===== config.mk =====
export PLATFORM = sky130hd
export DESIGN_NAME = hdm_debug_csrs
export DESIGN_NICKNAME = d
export VERILOG_FILES = /design/src/hdm_debug_csrs.v /design/src/hdm_cause_pick.v /design/src/hdm_sync2.v
export VERILOG_INCLUDE_DIRS = /design/src
export SDC_FILE = /design/constraint.sdc
export NUM_CORES = 1
export LEC_CHECK = 0
export BUFFER_PORTS_ARGS = -buffer_cell sky130_fd_sc_hd__buf_2
export CAP_MARGIN = 10
export CORE_MARGIN = 8
export CORE_UTILIZATION = 33
export DETAILED_ROUTE_END_ITERATION = 6
export GPL_ROUTABILITY_DRIVEN = 0
export PLACE_DENSITY_LB_ADDON = 0.12
export SLEW_MARGIN = 20
export SYNTH_ARGS = -nofsm -noshare
export SYNTH_HDL_FRONTEND = slang
export SYNTH_SLANG_ARGS = --single-unit

===== constraint.sdc =====
create_clock -name ref_clk_i -period 4.1 [get_ports ref_clk_i]
set_input_delay 0.82 -clock ref_clk_i [delete_from_list [all_inputs] [get_ports ref_clk_i]]
set_output_delay 0.82 -clock ref_clk_i [all_outputs]
set_load 0.005 [all_outputs]

===== src/hdm_defines.vh =====
// Constants for the hart debug-mode register block
`ifndef HDM_DEFINES_VH
`define HDM_DEFINES_VH
// ---------------------------------------------
// Register addresses
// ---------------------------------------------
`define HDM_ADDR_CTRL 12'h7B0
`define HDM_ADDR_RET 12'h7B1
`define HDM_ADDR_SCRATCH 12'h7B2
// ---------------------------------------------
// Control/status field positions
// ---------------------------------------------
`define HDM_VER_LSB 30
`define HDM_EBRK_M_BIT 15
`define HDM_EBRK_H_BIT 14
`define HDM_EBRK_S_BIT 13
`define HDM_EBRK_U_BIT 12
`define HDM_STOPCYC_BIT 10
`define HDM_STOPTIME_BIT 9
`define HDM_CAUSE_LSB 6
`define HDM_DBGINT_BIT 5
`define HDM_HALT_BIT 3
`define HDM_STEP_BIT 2
`define HDM_PRV_LSB 0
// ---------------------------------------------
// Reset values and encodings
// ---------------------------------------------
`define HDM_VER_VAL 2'h1
`define HDM_CAUSE_NONE 3'h0
`define HDM_CAUSE_SWBRK 3'h1
`define HDM_CAUSE_TRIG 3'h2
`define HDM_CAUSE_DBGINT 3'h3
`define HDM_CAUSE_STEP 3'h4
`define HDM_CAUSE_HALT 3'h5
`define HDM_PRV_USER 2'h0
`define HDM_PRV_SUPER 2'h1
`define HDM_PRV_HYPER 2'h2
`define HDM_PRV_MACH 2'h3
`define HDM_STOPTIME_RST 1'h0
`define HDM_STOPCYC_RST 1'h1
`define HDM_EBRK_RST 4'h0
`define HDM_WORD_RST 32'h0
`endif


===== src/hdm_debug_csrs.v =====
// Per-hart debug-mode control, status, return address and scratch
`timescale 1ns/1ns
`include "hdm_defines.vh"
module hdm_debug_csrs (
  input wire ref_clk_i,
  input wire rst_n_i,
  input wire dbg_int_i,
  input wire trig_hit_i,
  input wire ebreak_i,
  input wire retire_i,
  input wire dret_i,
  input wire [31:0] pc_i,
  input wire [1:0] priv_i,
  input wire csr_we_i,
  input wire csr_re_i,
  input wire [11:0] csr_addr_i,
  input wire [31:0] csr_wdata_i,
  output reg [31:0] csr_rdata_o,
  output wire csr_hit_o,
  output wire csr_illegal_o,
  output wire debug_mode_o,
  output wire enter_o,
  output wire [2:0] enter_cause_o,
  output wire resume_o,
  output wire [31:0] resume_pc_o,
  output wire [1:0] resume_priv_o,
  output wire irq_disable_o,
  output wire time_stop_o,
  output wire cycle_stop_o
);
  // ---------------------------------------------
  // Reset release and input capture
  // ---------------------------------------------
  reg rst_meta_reg;
  reg rst_sync_reg;
  wire rst_n;
  wire dbg_int_sync;
  always @(posedge ref_clk_i or negedge rst_n_i) begin
    if (!rst_n_i) begin
      rst_meta_reg <= 1'b0;
      rst_sync_reg <= 1'b0;
    end else begin
      rst_meta_reg <= 1'b1;
      rst_sync_reg <= rst_meta_reg;
    end
  end
  assign rst_n = rst_sync_reg;
  hdm_sync2 u_int_sync (
    .ref_clk_i(ref_clk_i),
    .rst_n_i(rst_n),
    .d_i(dbg_int_i),
    .q_o(dbg_int_sync)
  );
  // ---------------------------------------------
  // State registers
  // ---------------------------------------------
  reg dmode_reg;
  reg dmode_next;
  reg stepping_reg;
  reg stepping_next;
  reg halt_reg;
  reg halt_next;
  reg step_reg;
  reg step_next;
  reg stoptime_reg;
  reg stoptime_next;
  reg stopcyc_reg;
  reg stopcyc_next;
  reg [3:0] ebrk_reg;
  reg [3:0] ebrk_next;
  reg [2:0] cause_reg;
  reg [2:0] cause_next;
  reg [1:0] prv_reg;
  reg [1:0] prv_next;
  reg [31:0] ret_reg;
  reg [31:0] ret_next;
  reg [31:0] scratch_reg;
  reg [31:0] scratch_next;
  // ---------------------------------------------
  // Entry detection
  // ---------------------------------------------
  wire ebrk_en;
  wire swbrk_ev;
  wire step_ev;
  wire halt_ev;
  wire trig_ev;
  wire int_ev;
  wire any_ev;
  wire [2:0] pick_cause;
  wire enter;
  wire leave;
  assign ebrk_en = ebrk_reg[priv_i];
  assign swbrk_ev = !dmode_reg && ebreak_i && ebrk_en;
  assign trig_ev = !dmode_reg && trig_hit_i;
  assign int_ev = !dmode_reg && dbg_int_sync;
  assign step_ev = !dmode_reg && stepping_reg && retire_i;
  assign halt_ev = !dmode_reg && halt_reg;
  hdm_cause_pick u_pick (
    .trig_i(trig_ev),
    .swbrk_i(swbrk_ev),
    .dbgint_i(int_ev),
    .step_i(step_ev),
    .halt_i(halt_ev),
    .cause_o(pick_cause),
    .any_o(any_ev)
  );
  assign enter = any_ev;
  assign leave = dmode_reg && dret_i;
  // ---------------------------------------------
  // Register access
  // ---------------------------------------------
  wire sel_ctrl;
  wire sel_ret;
  wire sel_scr;
  wire access;
  wire wr_ok;
  wire [1:0] prv_w;
  wire prv_supported;
  wire [3:0] ebrk_wr;
  genvar gi;
  // ---------------------------------------------
  // Per-privilege ebreak enables
  // ---------------------------------------------
  generate
    for (gi = 0; gi < 4; gi = gi + 1) begin : g_ebrk
      assign ebrk_wr[gi] = csr_wdata_i[`HDM_EBRK_U_BIT+gi];
    end
  endgenerate
  assign sel_ctrl = csr_addr_i == `HDM_ADDR_CTRL;
  assign sel_ret = csr_addr_i == `HDM_ADDR_RET;
  assign sel_scr = csr_addr_i == `HDM_ADDR_SCRATCH;
  assign access = (csr_we_i | csr_re_i) & (sel_ctrl | sel_ret | sel_scr);
  assign csr_hit_o = access & dmode_reg;
  assign csr_illegal_o = access & !dmode_reg;
  assign wr_ok = csr_we_i & dmode_reg;
  assign prv_w = csr_wdata_i[`HDM_PRV_LSB+1:`HDM_PRV_LSB];
  assign prv_supported = (prv_w == `HDM_PRV_USER) ||
    (prv_w == `HDM_PRV_MACH);
  always @* begin
    dmode_next = dmode_reg;
    stepping_next = stepping_reg;
    halt_next = halt_reg;
    step_next = step_reg;
    stoptime_next = stoptime_reg;
    stopcyc_next = stopcyc_reg;
    ebrk_next = ebrk_reg;
    cause_next = cause_reg;
    prv_next = prv_reg;
    ret_next = ret_reg;
    scratch_next = scratch_reg;
    if (wr_ok && sel_ctrl) begin
      halt_next = csr_wdata_i[`HDM_HALT_BIT];
      step_next = csr_wdata_i[`HDM_STEP_BIT];
      stoptime_next = csr_wdata_i[`HDM_STOPTIME_BIT];
      stopcyc_next = csr_wdata_i[`HDM_STOPCYC_BIT];
      ebrk_next = ebrk_wr;
      if (prv_supported) begin
        prv_next = prv_w;
      end
    end
    if (wr_ok && sel_ret) begin
      ret_next = csr_wdata_i;
    end
    if (wr_ok && sel_scr) begin
      scratch_next = csr_wdata_i;
    end
    if (enter) begin
      dmode_next = 1'b1;
      stepping_next = 1'b0;
      cause_next = pick_cause;
      prv_next = priv_i;
      ret_next = pc_i;
    end else if (leave) begin
      dmode_next = 1'b0;
      stepping_next = step_reg;
      cause_next = `HDM_CAUSE_NONE;
    end
  end
  always @(posedge ref_clk_i or negedge rst_n) begin
    if (!rst_n) begin
      dmode_reg <= 1'b0;
      stepping_reg <= 1'b0;
      halt_reg <= 1'b0;
      step_reg <= 1'b0;
      stoptime_reg <= `HDM_STOPTIME_RST;
      stopcyc_reg <= `HDM_STOPCYC_RST;
      ebrk_reg <= `HDM_EBRK_RST;
      cause_reg <= `HDM_CAUSE_NONE;
      prv_reg <= `HDM_PRV_USER;
      ret_reg <= `HDM_WORD_RST;
      scratch_reg <= `HDM_WORD_RST;
    end else begin
      dmode_reg <= dmode_next;
      stepping_reg <= stepping_next;
      halt_reg <= halt_next;
      step_reg <= step_next;
      stoptime_reg <= stoptime_next;
      stopcyc_reg <= stopcyc_next;
      ebrk_reg <= ebrk_next;
      cause_reg <= cause_next;
      prv_reg <= prv_next;
      ret_reg <= ret_next;
      scratch_reg <= scratch_next;
    end
  end
  // ---------------------------------------------
  // Read data
  // ---------------------------------------------
  reg [31:0] ctrl_view;
  always @* begin
    ctrl_view = 32'h0;
    ctrl_view[`HDM_VER_LSB+1:`HDM_VER_LSB] = `HDM_VER_VAL;
    ctrl_view[`HDM_EBRK_M_BIT:`HDM_EBRK_U_BIT] = ebrk_reg;
    ctrl_view[`HDM_STOPCYC_BIT] = stopcyc_reg;
    ctrl_view[`HDM_STOPTIME_BIT] = stoptime_reg;
    ctrl_view[`HDM_CAUSE_LSB+2:`HDM_CAUSE_LSB] = cause_reg;
    ctrl_view[`HDM_DBGINT_BIT] = dbg_int_sync;
    ctrl_view[`HDM_HALT_BIT] = halt_reg;
    ctrl_view[`HDM_STEP_BIT] = step_reg;
    ctrl_view[`HDM_PRV_LSB+1:`HDM_PRV_LSB] = prv_reg;
  end
  always @(posedge ref_clk_i or negedge rst_n) begin
    if (!rst_n) begin
      csr_rdata_o <= 32'h0;
    end else if (csr_re_i && dmode_reg) begin
      if (sel_ctrl) begin
        csr_rdata_o <= ctrl_view;
      end else if (sel_ret) begin
        csr_rdata_o <= ret_reg;
      end else if (sel_scr) begin
        csr_rdata_o <= scratch_reg;
      end else begin
        csr_rdata_o <= 32'h0;
      end
    end else begin
      csr_rdata_o <= 32'h0;
    end
  end
  // ---------------------------------------------
  // Hart-facing controls
  // ---------------------------------------------
  assign debug_mode_o = dmode_reg;
  assign enter_o = enter;
  assign enter_cause_o = pick_cause;
  assign resume_o = leave;
  assign resume_pc_o = ret_reg;
  assign resume_priv_o = prv_reg;
  assign irq_disable_o = step_reg | stepping_reg;
  assign time_stop_o = dmode_reg & stoptime_reg;
  assign cycle_stop_o = dmode_reg & stopcyc_reg;
endmodule


===== src/hdm_cause_pick.v =====
// Priority encoder for the debug entry reason
`timescale 1ns/1ns
`include "hdm_defines.vh"
module hdm_cause_pick (
  input wire trig_i,
  input wire swbrk_i,
  input wire dbgint_i,
  input wire step_i,
  input wire halt_i,
  output reg [2:0] cause_o,
  output wire any_o
);
  assign any_o = trig_i | swbrk_i | dbgint_i | step_i | halt_i;
  always @* begin
    if (trig_i) begin
      cause_o = `HDM_CAUSE_TRIG;
    end else if (swbrk_i) begin
      cause_o = `HDM_CAUSE_SWBRK;
    end else if (dbgint_i) begin
      cause_o = `HDM_CAUSE_DBGINT;
    end else if (step_i) begin
      cause_o = `HDM_CAUSE_STEP;
    end else if (halt_i) begin
      cause_o = `HDM_CAUSE_HALT;
    end else begin
      cause_o = `HDM_CAUSE_NONE;
    end
  end
endmodule


===== src/hdm_sync2.v =====
// Two-flop synchroniser for one level
`timescale 1ns/1ns
module hdm_sync2 (
  input wire ref_clk_i,
  input wire rst_n_i,
  input wire d_i,
  output reg q_o
);
  reg meta_reg;
  always @(posedge ref_clk_i or negedge rst_n_i) begin
    if (!rst_n_i) begin
      meta_reg <= 1'b0;
      q_o <= 1'b0;
    end else begin
      meta_reg <= d_i;
      q_o <= meta_reg;
    end
  end
endmodule


==> impl_results.html <==
<table>
<tr><th>Metric</th><th>Value</th></tr>
<tr><th colspan="2">Run status</th></tr>
<tr><td>Run status</td><td>finished, final reports clean</td></tr>
<tr><th colspan="2">Synth</th></tr>
<tr><td>Net count of the mapped netlist</td><td>511</td></tr>
<tr><td>Top_reg_cell synth</td><td>dfrtp_1</td></tr>
<tr><td>Flop and latch count out of synthesis</td><td>115</td></tr>
<tr><td>Library cells used by synthesis</td><td>54</td></tr>
<tr><td>Gate count after technology mapping</td><td>424</td></tr>
<tr><td>Compound-gate portion of the synthesized area</td><td>0.168</td></tr>
<tr><td>Synth Warn #</td><td>0</td></tr>
<tr><td>Post-synthesis average cell area</td><td>11.9 um2</td></tr>
<tr><td>Area share of fa/ha/maj cells after synthesis</td><td>0</td></tr>
<tr><td>Ys async rst share</td><td>1.00</td></tr>
<tr><td>Register area share after synthesis</td><td>0.570</td></tr>
<tr><td>Cell area after synthesis</td><td>5050 um2</td></tr>
<tr><td>Mux contribution to synthesized area</td><td>0.0850</td></tr>
<tr><td>Combinational family with the most area after synthesis</td><td>compound AO/OA/AOI/OAI gates</td></tr>
<tr><td>Fraction of the mapped netlist area in simple logic gates</td><td>0.133</td></tr>
<tr><td>Number of flops mapped to enable cells by yosys</td><td>0</td></tr>
<tr><td>Xor-xnor portion of the synthesized cell area</td><td>0</td></tr>
<tr><th colspan="2">Global routing</th></tr>
<tr><td>Remaining global-route overflow</td><td>0</td></tr>
<tr><td>All-layer global routing usage</td><td>0.171</td></tr>
<tr><td>Pin count of the biggest net entering global routing</td><td>79</td></tr>
<tr><td>Antenna violations before repair</td><td>0</td></tr>
<tr><td>Vias in the first global route</td><td>4,586</td></tr>
<tr><td>Wire length of the first global-routing pass</td><td>25,800 um</td></tr>
<tr><th colspan="2">Cells and area</th></tr>
<tr><td>Post-route design area</td><td>6620 um2</td></tr>
<tr><td>Most common cell after layout, fill and taps aside</td><td>buf_2</td></tr>
<tr><td>Post-layout util</td><td>0.439</td></tr>
<tr><td>Area Growth Syn to Fin</td><td>31.2%</td></tr>
<tr><td>Final antenna diode count</td><td>0</td></tr>
<tr><td>Net count reported at finish</td><td>679</td></tr>
<tr><td>Number of standard cells in the layout, taps in and fillers out</td><td>roughly 790</td></tr>
<tr><td>Commonest cells after routing, fill and taps aside</td><td>buf_2, dfrtp_1, nor2_1</td></tr>
<tr><td>Share of post-route cells with drive strength above 1</td><td>0.392</td></tr>
<tr><th colspan="2">Timing</th></tr>
<tr><td>Final Max Slew Viols</td><td>0</td></tr>
<tr><td>Final count of hold timing violations</td><td>0</td></tr>
<tr><td>Post-route worst setup slack</td><td>0.962 ns</td></tr>
<tr><td>Final hold slack</td><td>about 0.18 ns</td></tr>
<tr><td>Worst-case headroom to the max-slew limit</td><td>0.529</td></tr>
<tr><td>Final sum of negative setup slack</td><td>0 ns</td></tr>
<tr><td>Max Fclk</td><td>319 MHz</td></tr>
<tr><td>Slew of the pin with the lowest slew margin</td><td>slightly above 0.7 ns</td></tr>
<tr><td>RSZ-0062 raised after global routing</td><td>false</td></tr>
<tr><td>Layout Skew</td><td>0.0113 ns</td></tr>
<tr><td>Total setup violations reported at the end of the flow</td><td>0</td></tr>
<tr><td>Final Cycle Share</td><td>0.765</td></tr>
<tr><td>Minimum clock period after layout</td><td>3.14 ns</td></tr>
<tr><th colspan="2">CTS</th></tr>
<tr><td>Quantity of hold-fixing buffers added after cts</td><td>0</td></tr>
<tr><td>Clock transition time at the flip-flop clock pins of the worst setup and hold paths</td><td>approximately 0.05 ns</td></tr>
<tr><td>Clock sinks</td><td>about 120</td></tr>
<tr><td>Clock root buffer</td><td>clkbuf_16</td></tr>
<tr><td>Clock Latency Late Sink</td><td>0.42 ns</td></tr>
<tr><td>Maximum buffer depth of the clock tree</td><td>2</td></tr>
<tr><td>Number of buffers inserted by post-CTS setup repair</td><td>0</td></tr>
<tr><td>CTS H-tree lvls</td><td>4</td></tr>
<tr><td>TritonCTS clock tree</td><td>yes</td></tr>
<tr><td>Resized cells post-CTS</td><td>0</td></tr>
<tr><td>Inserted Clock Buffers</td><td>17</td></tr>
<tr><th colspan="2">Placed design</th></tr>
<tr><td>Count of buffers from port buffering</td><td>~160</td></tr>
<tr><td>Half-perimeter wire length after placement</td><td>approximately 11,000 um</td></tr>
<tr><td>Post-placement cell area</td><td>6080 um2</td></tr>
<tr><td>DP Cell Count</td><td>760</td></tr>
<tr><td>Worst setup timing slack at the placement stage</td><td>0.869 ns</td></tr>
<tr><th colspan="2">Critical path</th></tr>
<tr><td>CP arrival</td><td>2.32 ns</td></tr>
<tr><td>Type of element capturing the critical path</td><td>primary output</td></tr>
<tr><td>Worst reg-to-reg path cell count</td><td>6</td></tr>
<tr><td>Startpoint of the most critical setup path</td><td>retire_i</td></tr>
<tr><td>Setup slack on the worst flop-to-flop path</td><td>1.43 ns</td></tr>
<tr><td>End point of the critical path</td><td>enter_o</td></tr>
<tr><td>Crit path launch type</td><td>input pin</td></tr>
<tr><td>Launching point of the worst reg2reg path</td><td>halt_reg</td></tr>
<tr><td>Worst Path Required</td><td>3.28 ns</td></tr>
<tr><td>Peak fanout along the critical path</td><td>4</td></tr>
<tr><td>Critical setup path kind</td><td>input pin to primary output</td></tr>
<tr><td>Destination of the worst register-to-register timing path</td><td>resume_pc_o[19]</td></tr>
<tr><th colspan="2">Die</th></tr>
<tr><td>Width of the chip</td><td>140 um</td></tr>
<tr><td>Count of pins on the block boundary</td><td>164</td></tr>
<tr><td>Row count</td><td>45</td></tr>
<tr><td>Chip Height</td><td>140 um</td></tr>
<tr><td>Starting Density</td><td>0.334</td></tr>
<tr><td>Floorplan Core Area</td><td>approximately 15,000 um2</td></tr>
<tr><td>Total die area</td><td>19,500 um2</td></tr>
<tr><th colspan="2">Job</th></tr>
<tr><td>Max-cap violation count</td><td>0</td></tr>
<tr><th colspan="2">Detailed routing</th></tr>
<tr><td>Post-detailed-route wirelength per cell</td><td>20.3 um</td></tr>
<tr><td>Ratio of routed vias to standard cells</td><td>5.23</td></tr>
<tr><td>Routed via count</td><td>4,149</td></tr>
<tr><td>Routed Antenna Nets</td><td>0</td></tr>
<tr><td>Wirelength, routed</td><td>16,100 um</td></tr>
<tr><td>Number of DRC violations after detailed routing</td><td>0</td></tr>
<tr><td>First-pass DRT Iterations</td><td>4</td></tr>
<tr><td>Number of DRC markers after the initial detailed-route iteration</td><td>203</td></tr>
<tr><th colspan="2">Min path</th></tr>
<tr><td>Path type of the worst min-delay path</td><td>input pin to asynchronous set/reset pin</td></tr>
<tr><th colspan="2">Power</th></tr>
<tr><td>Total power divided by cell area</td><td>562 nW/um2</td></tr>
<tr><td>Worst-case vdd ir drop</td><td>roughly 250 uV</td></tr>
<tr><td>Total Power Consumption</td><td>about 3.7 mW</td></tr>
<tr><td>Total leakage power</td><td>around 3.3 nW</td></tr>
</table>
[cells in the mapped netlist (2+ instances only)]
master,number,share of area
o21ai_0,16,0.016
a32oi_1,17,0.029
nor4_4,2,0.0084
buf_2,10,0.0099
mux2_2,14,0.031
nand3_1,7,0.0069
a21oi_1,18,0.018
inv_1,20,0.015
nor2_1,31,0.023
a2111oi_1,4,0.0079
nor4_1,2,0.0025
nor4_2,2,0.0050
o22ai_1,2,0.0025
mux2i_1,2,0.0040
o211ai_1,6,0.0089
o2bb2ai_1,2,0.0035
clkbuf_1,14,0.010
mux2_1,21,0.047
a41oi_1,2,0.0035
a221o_1,30,0.059
nand2_1,11,0.0082
nand4b_2,2,0.0059
nor2b_1,31,0.038
buf_4,3,0.0045
nor3_1,11,0.011
dfrtp_1,114,0.57
and2_1,2,0.0025
a22oi_1,2,0.0030
[power breakdown]
| part | switching [mW] | total [mW] | internal (mW) |
|---|---|---|---|
| clock network | 0.510 | 1.30 | 0.794 |
| registers | 0.175 | 1.51 | 1.33 |
| logic | 0.491 | 0.908 | 0.417 |
| total | 1.18 | 3.72 | 2.54 |
[how the worst min path moves through the flow]
stage                       startpoint    end  slack, ns  cells past startpoint
final                          rst_n_i  rst_n       0.18                      1
after global routing           rst_n_i  rst_n       0.16                      1
after CTS                      rst_n_i  rst_n       0.17                      1
after detailed placement  rst_meta_reg  rst_n       0.34                      0
after global placement    rst_meta_reg  rst_n       0.34                      0
after floorplan           rst_meta_reg  rst_n       0.33                      0
[layer usage]
metal	vias to the layer above	track usage	wire length (um)
met4	0	0.0714	321
li1	1904	-	-
met5	-	0	0
met1	2089	0.220	7470
met3	22	0.0472	775
met2	134	0.265	7520
[critical path, stage by stage]
cell and delay [ns]:
buf_2 0.11, a2111o_1 0.45, a222oi_1 0.52, inv_1 0.23, buf_2 0.19
[final cells by class]
cell class / count / area, um2
Multi-Input combinational cell: 260 / 1960
Sequential cell: 115 / 2880
Clock inverter: 10 / 60.1
Inverter: 20 / 75.1
Clock buffer: 22 / 464
Tap cell: 188 / 235
Timing Repair Buffer: 178 / 941
Fill cell: 1490 / 8470
[kinds of logic (layout without fill, tap and decap cells)]
family | Yosys count | in the layout
DFF | 115 | 115
and+or+nand+nor | 114 | 114
buffers and inverters | 49 | 230
AOI/OAI and AO/OA | 107 | 107
other | 1 | 1
muxes | 38 | 38
No activity file was read; power rests on OpenSTA's default activity.
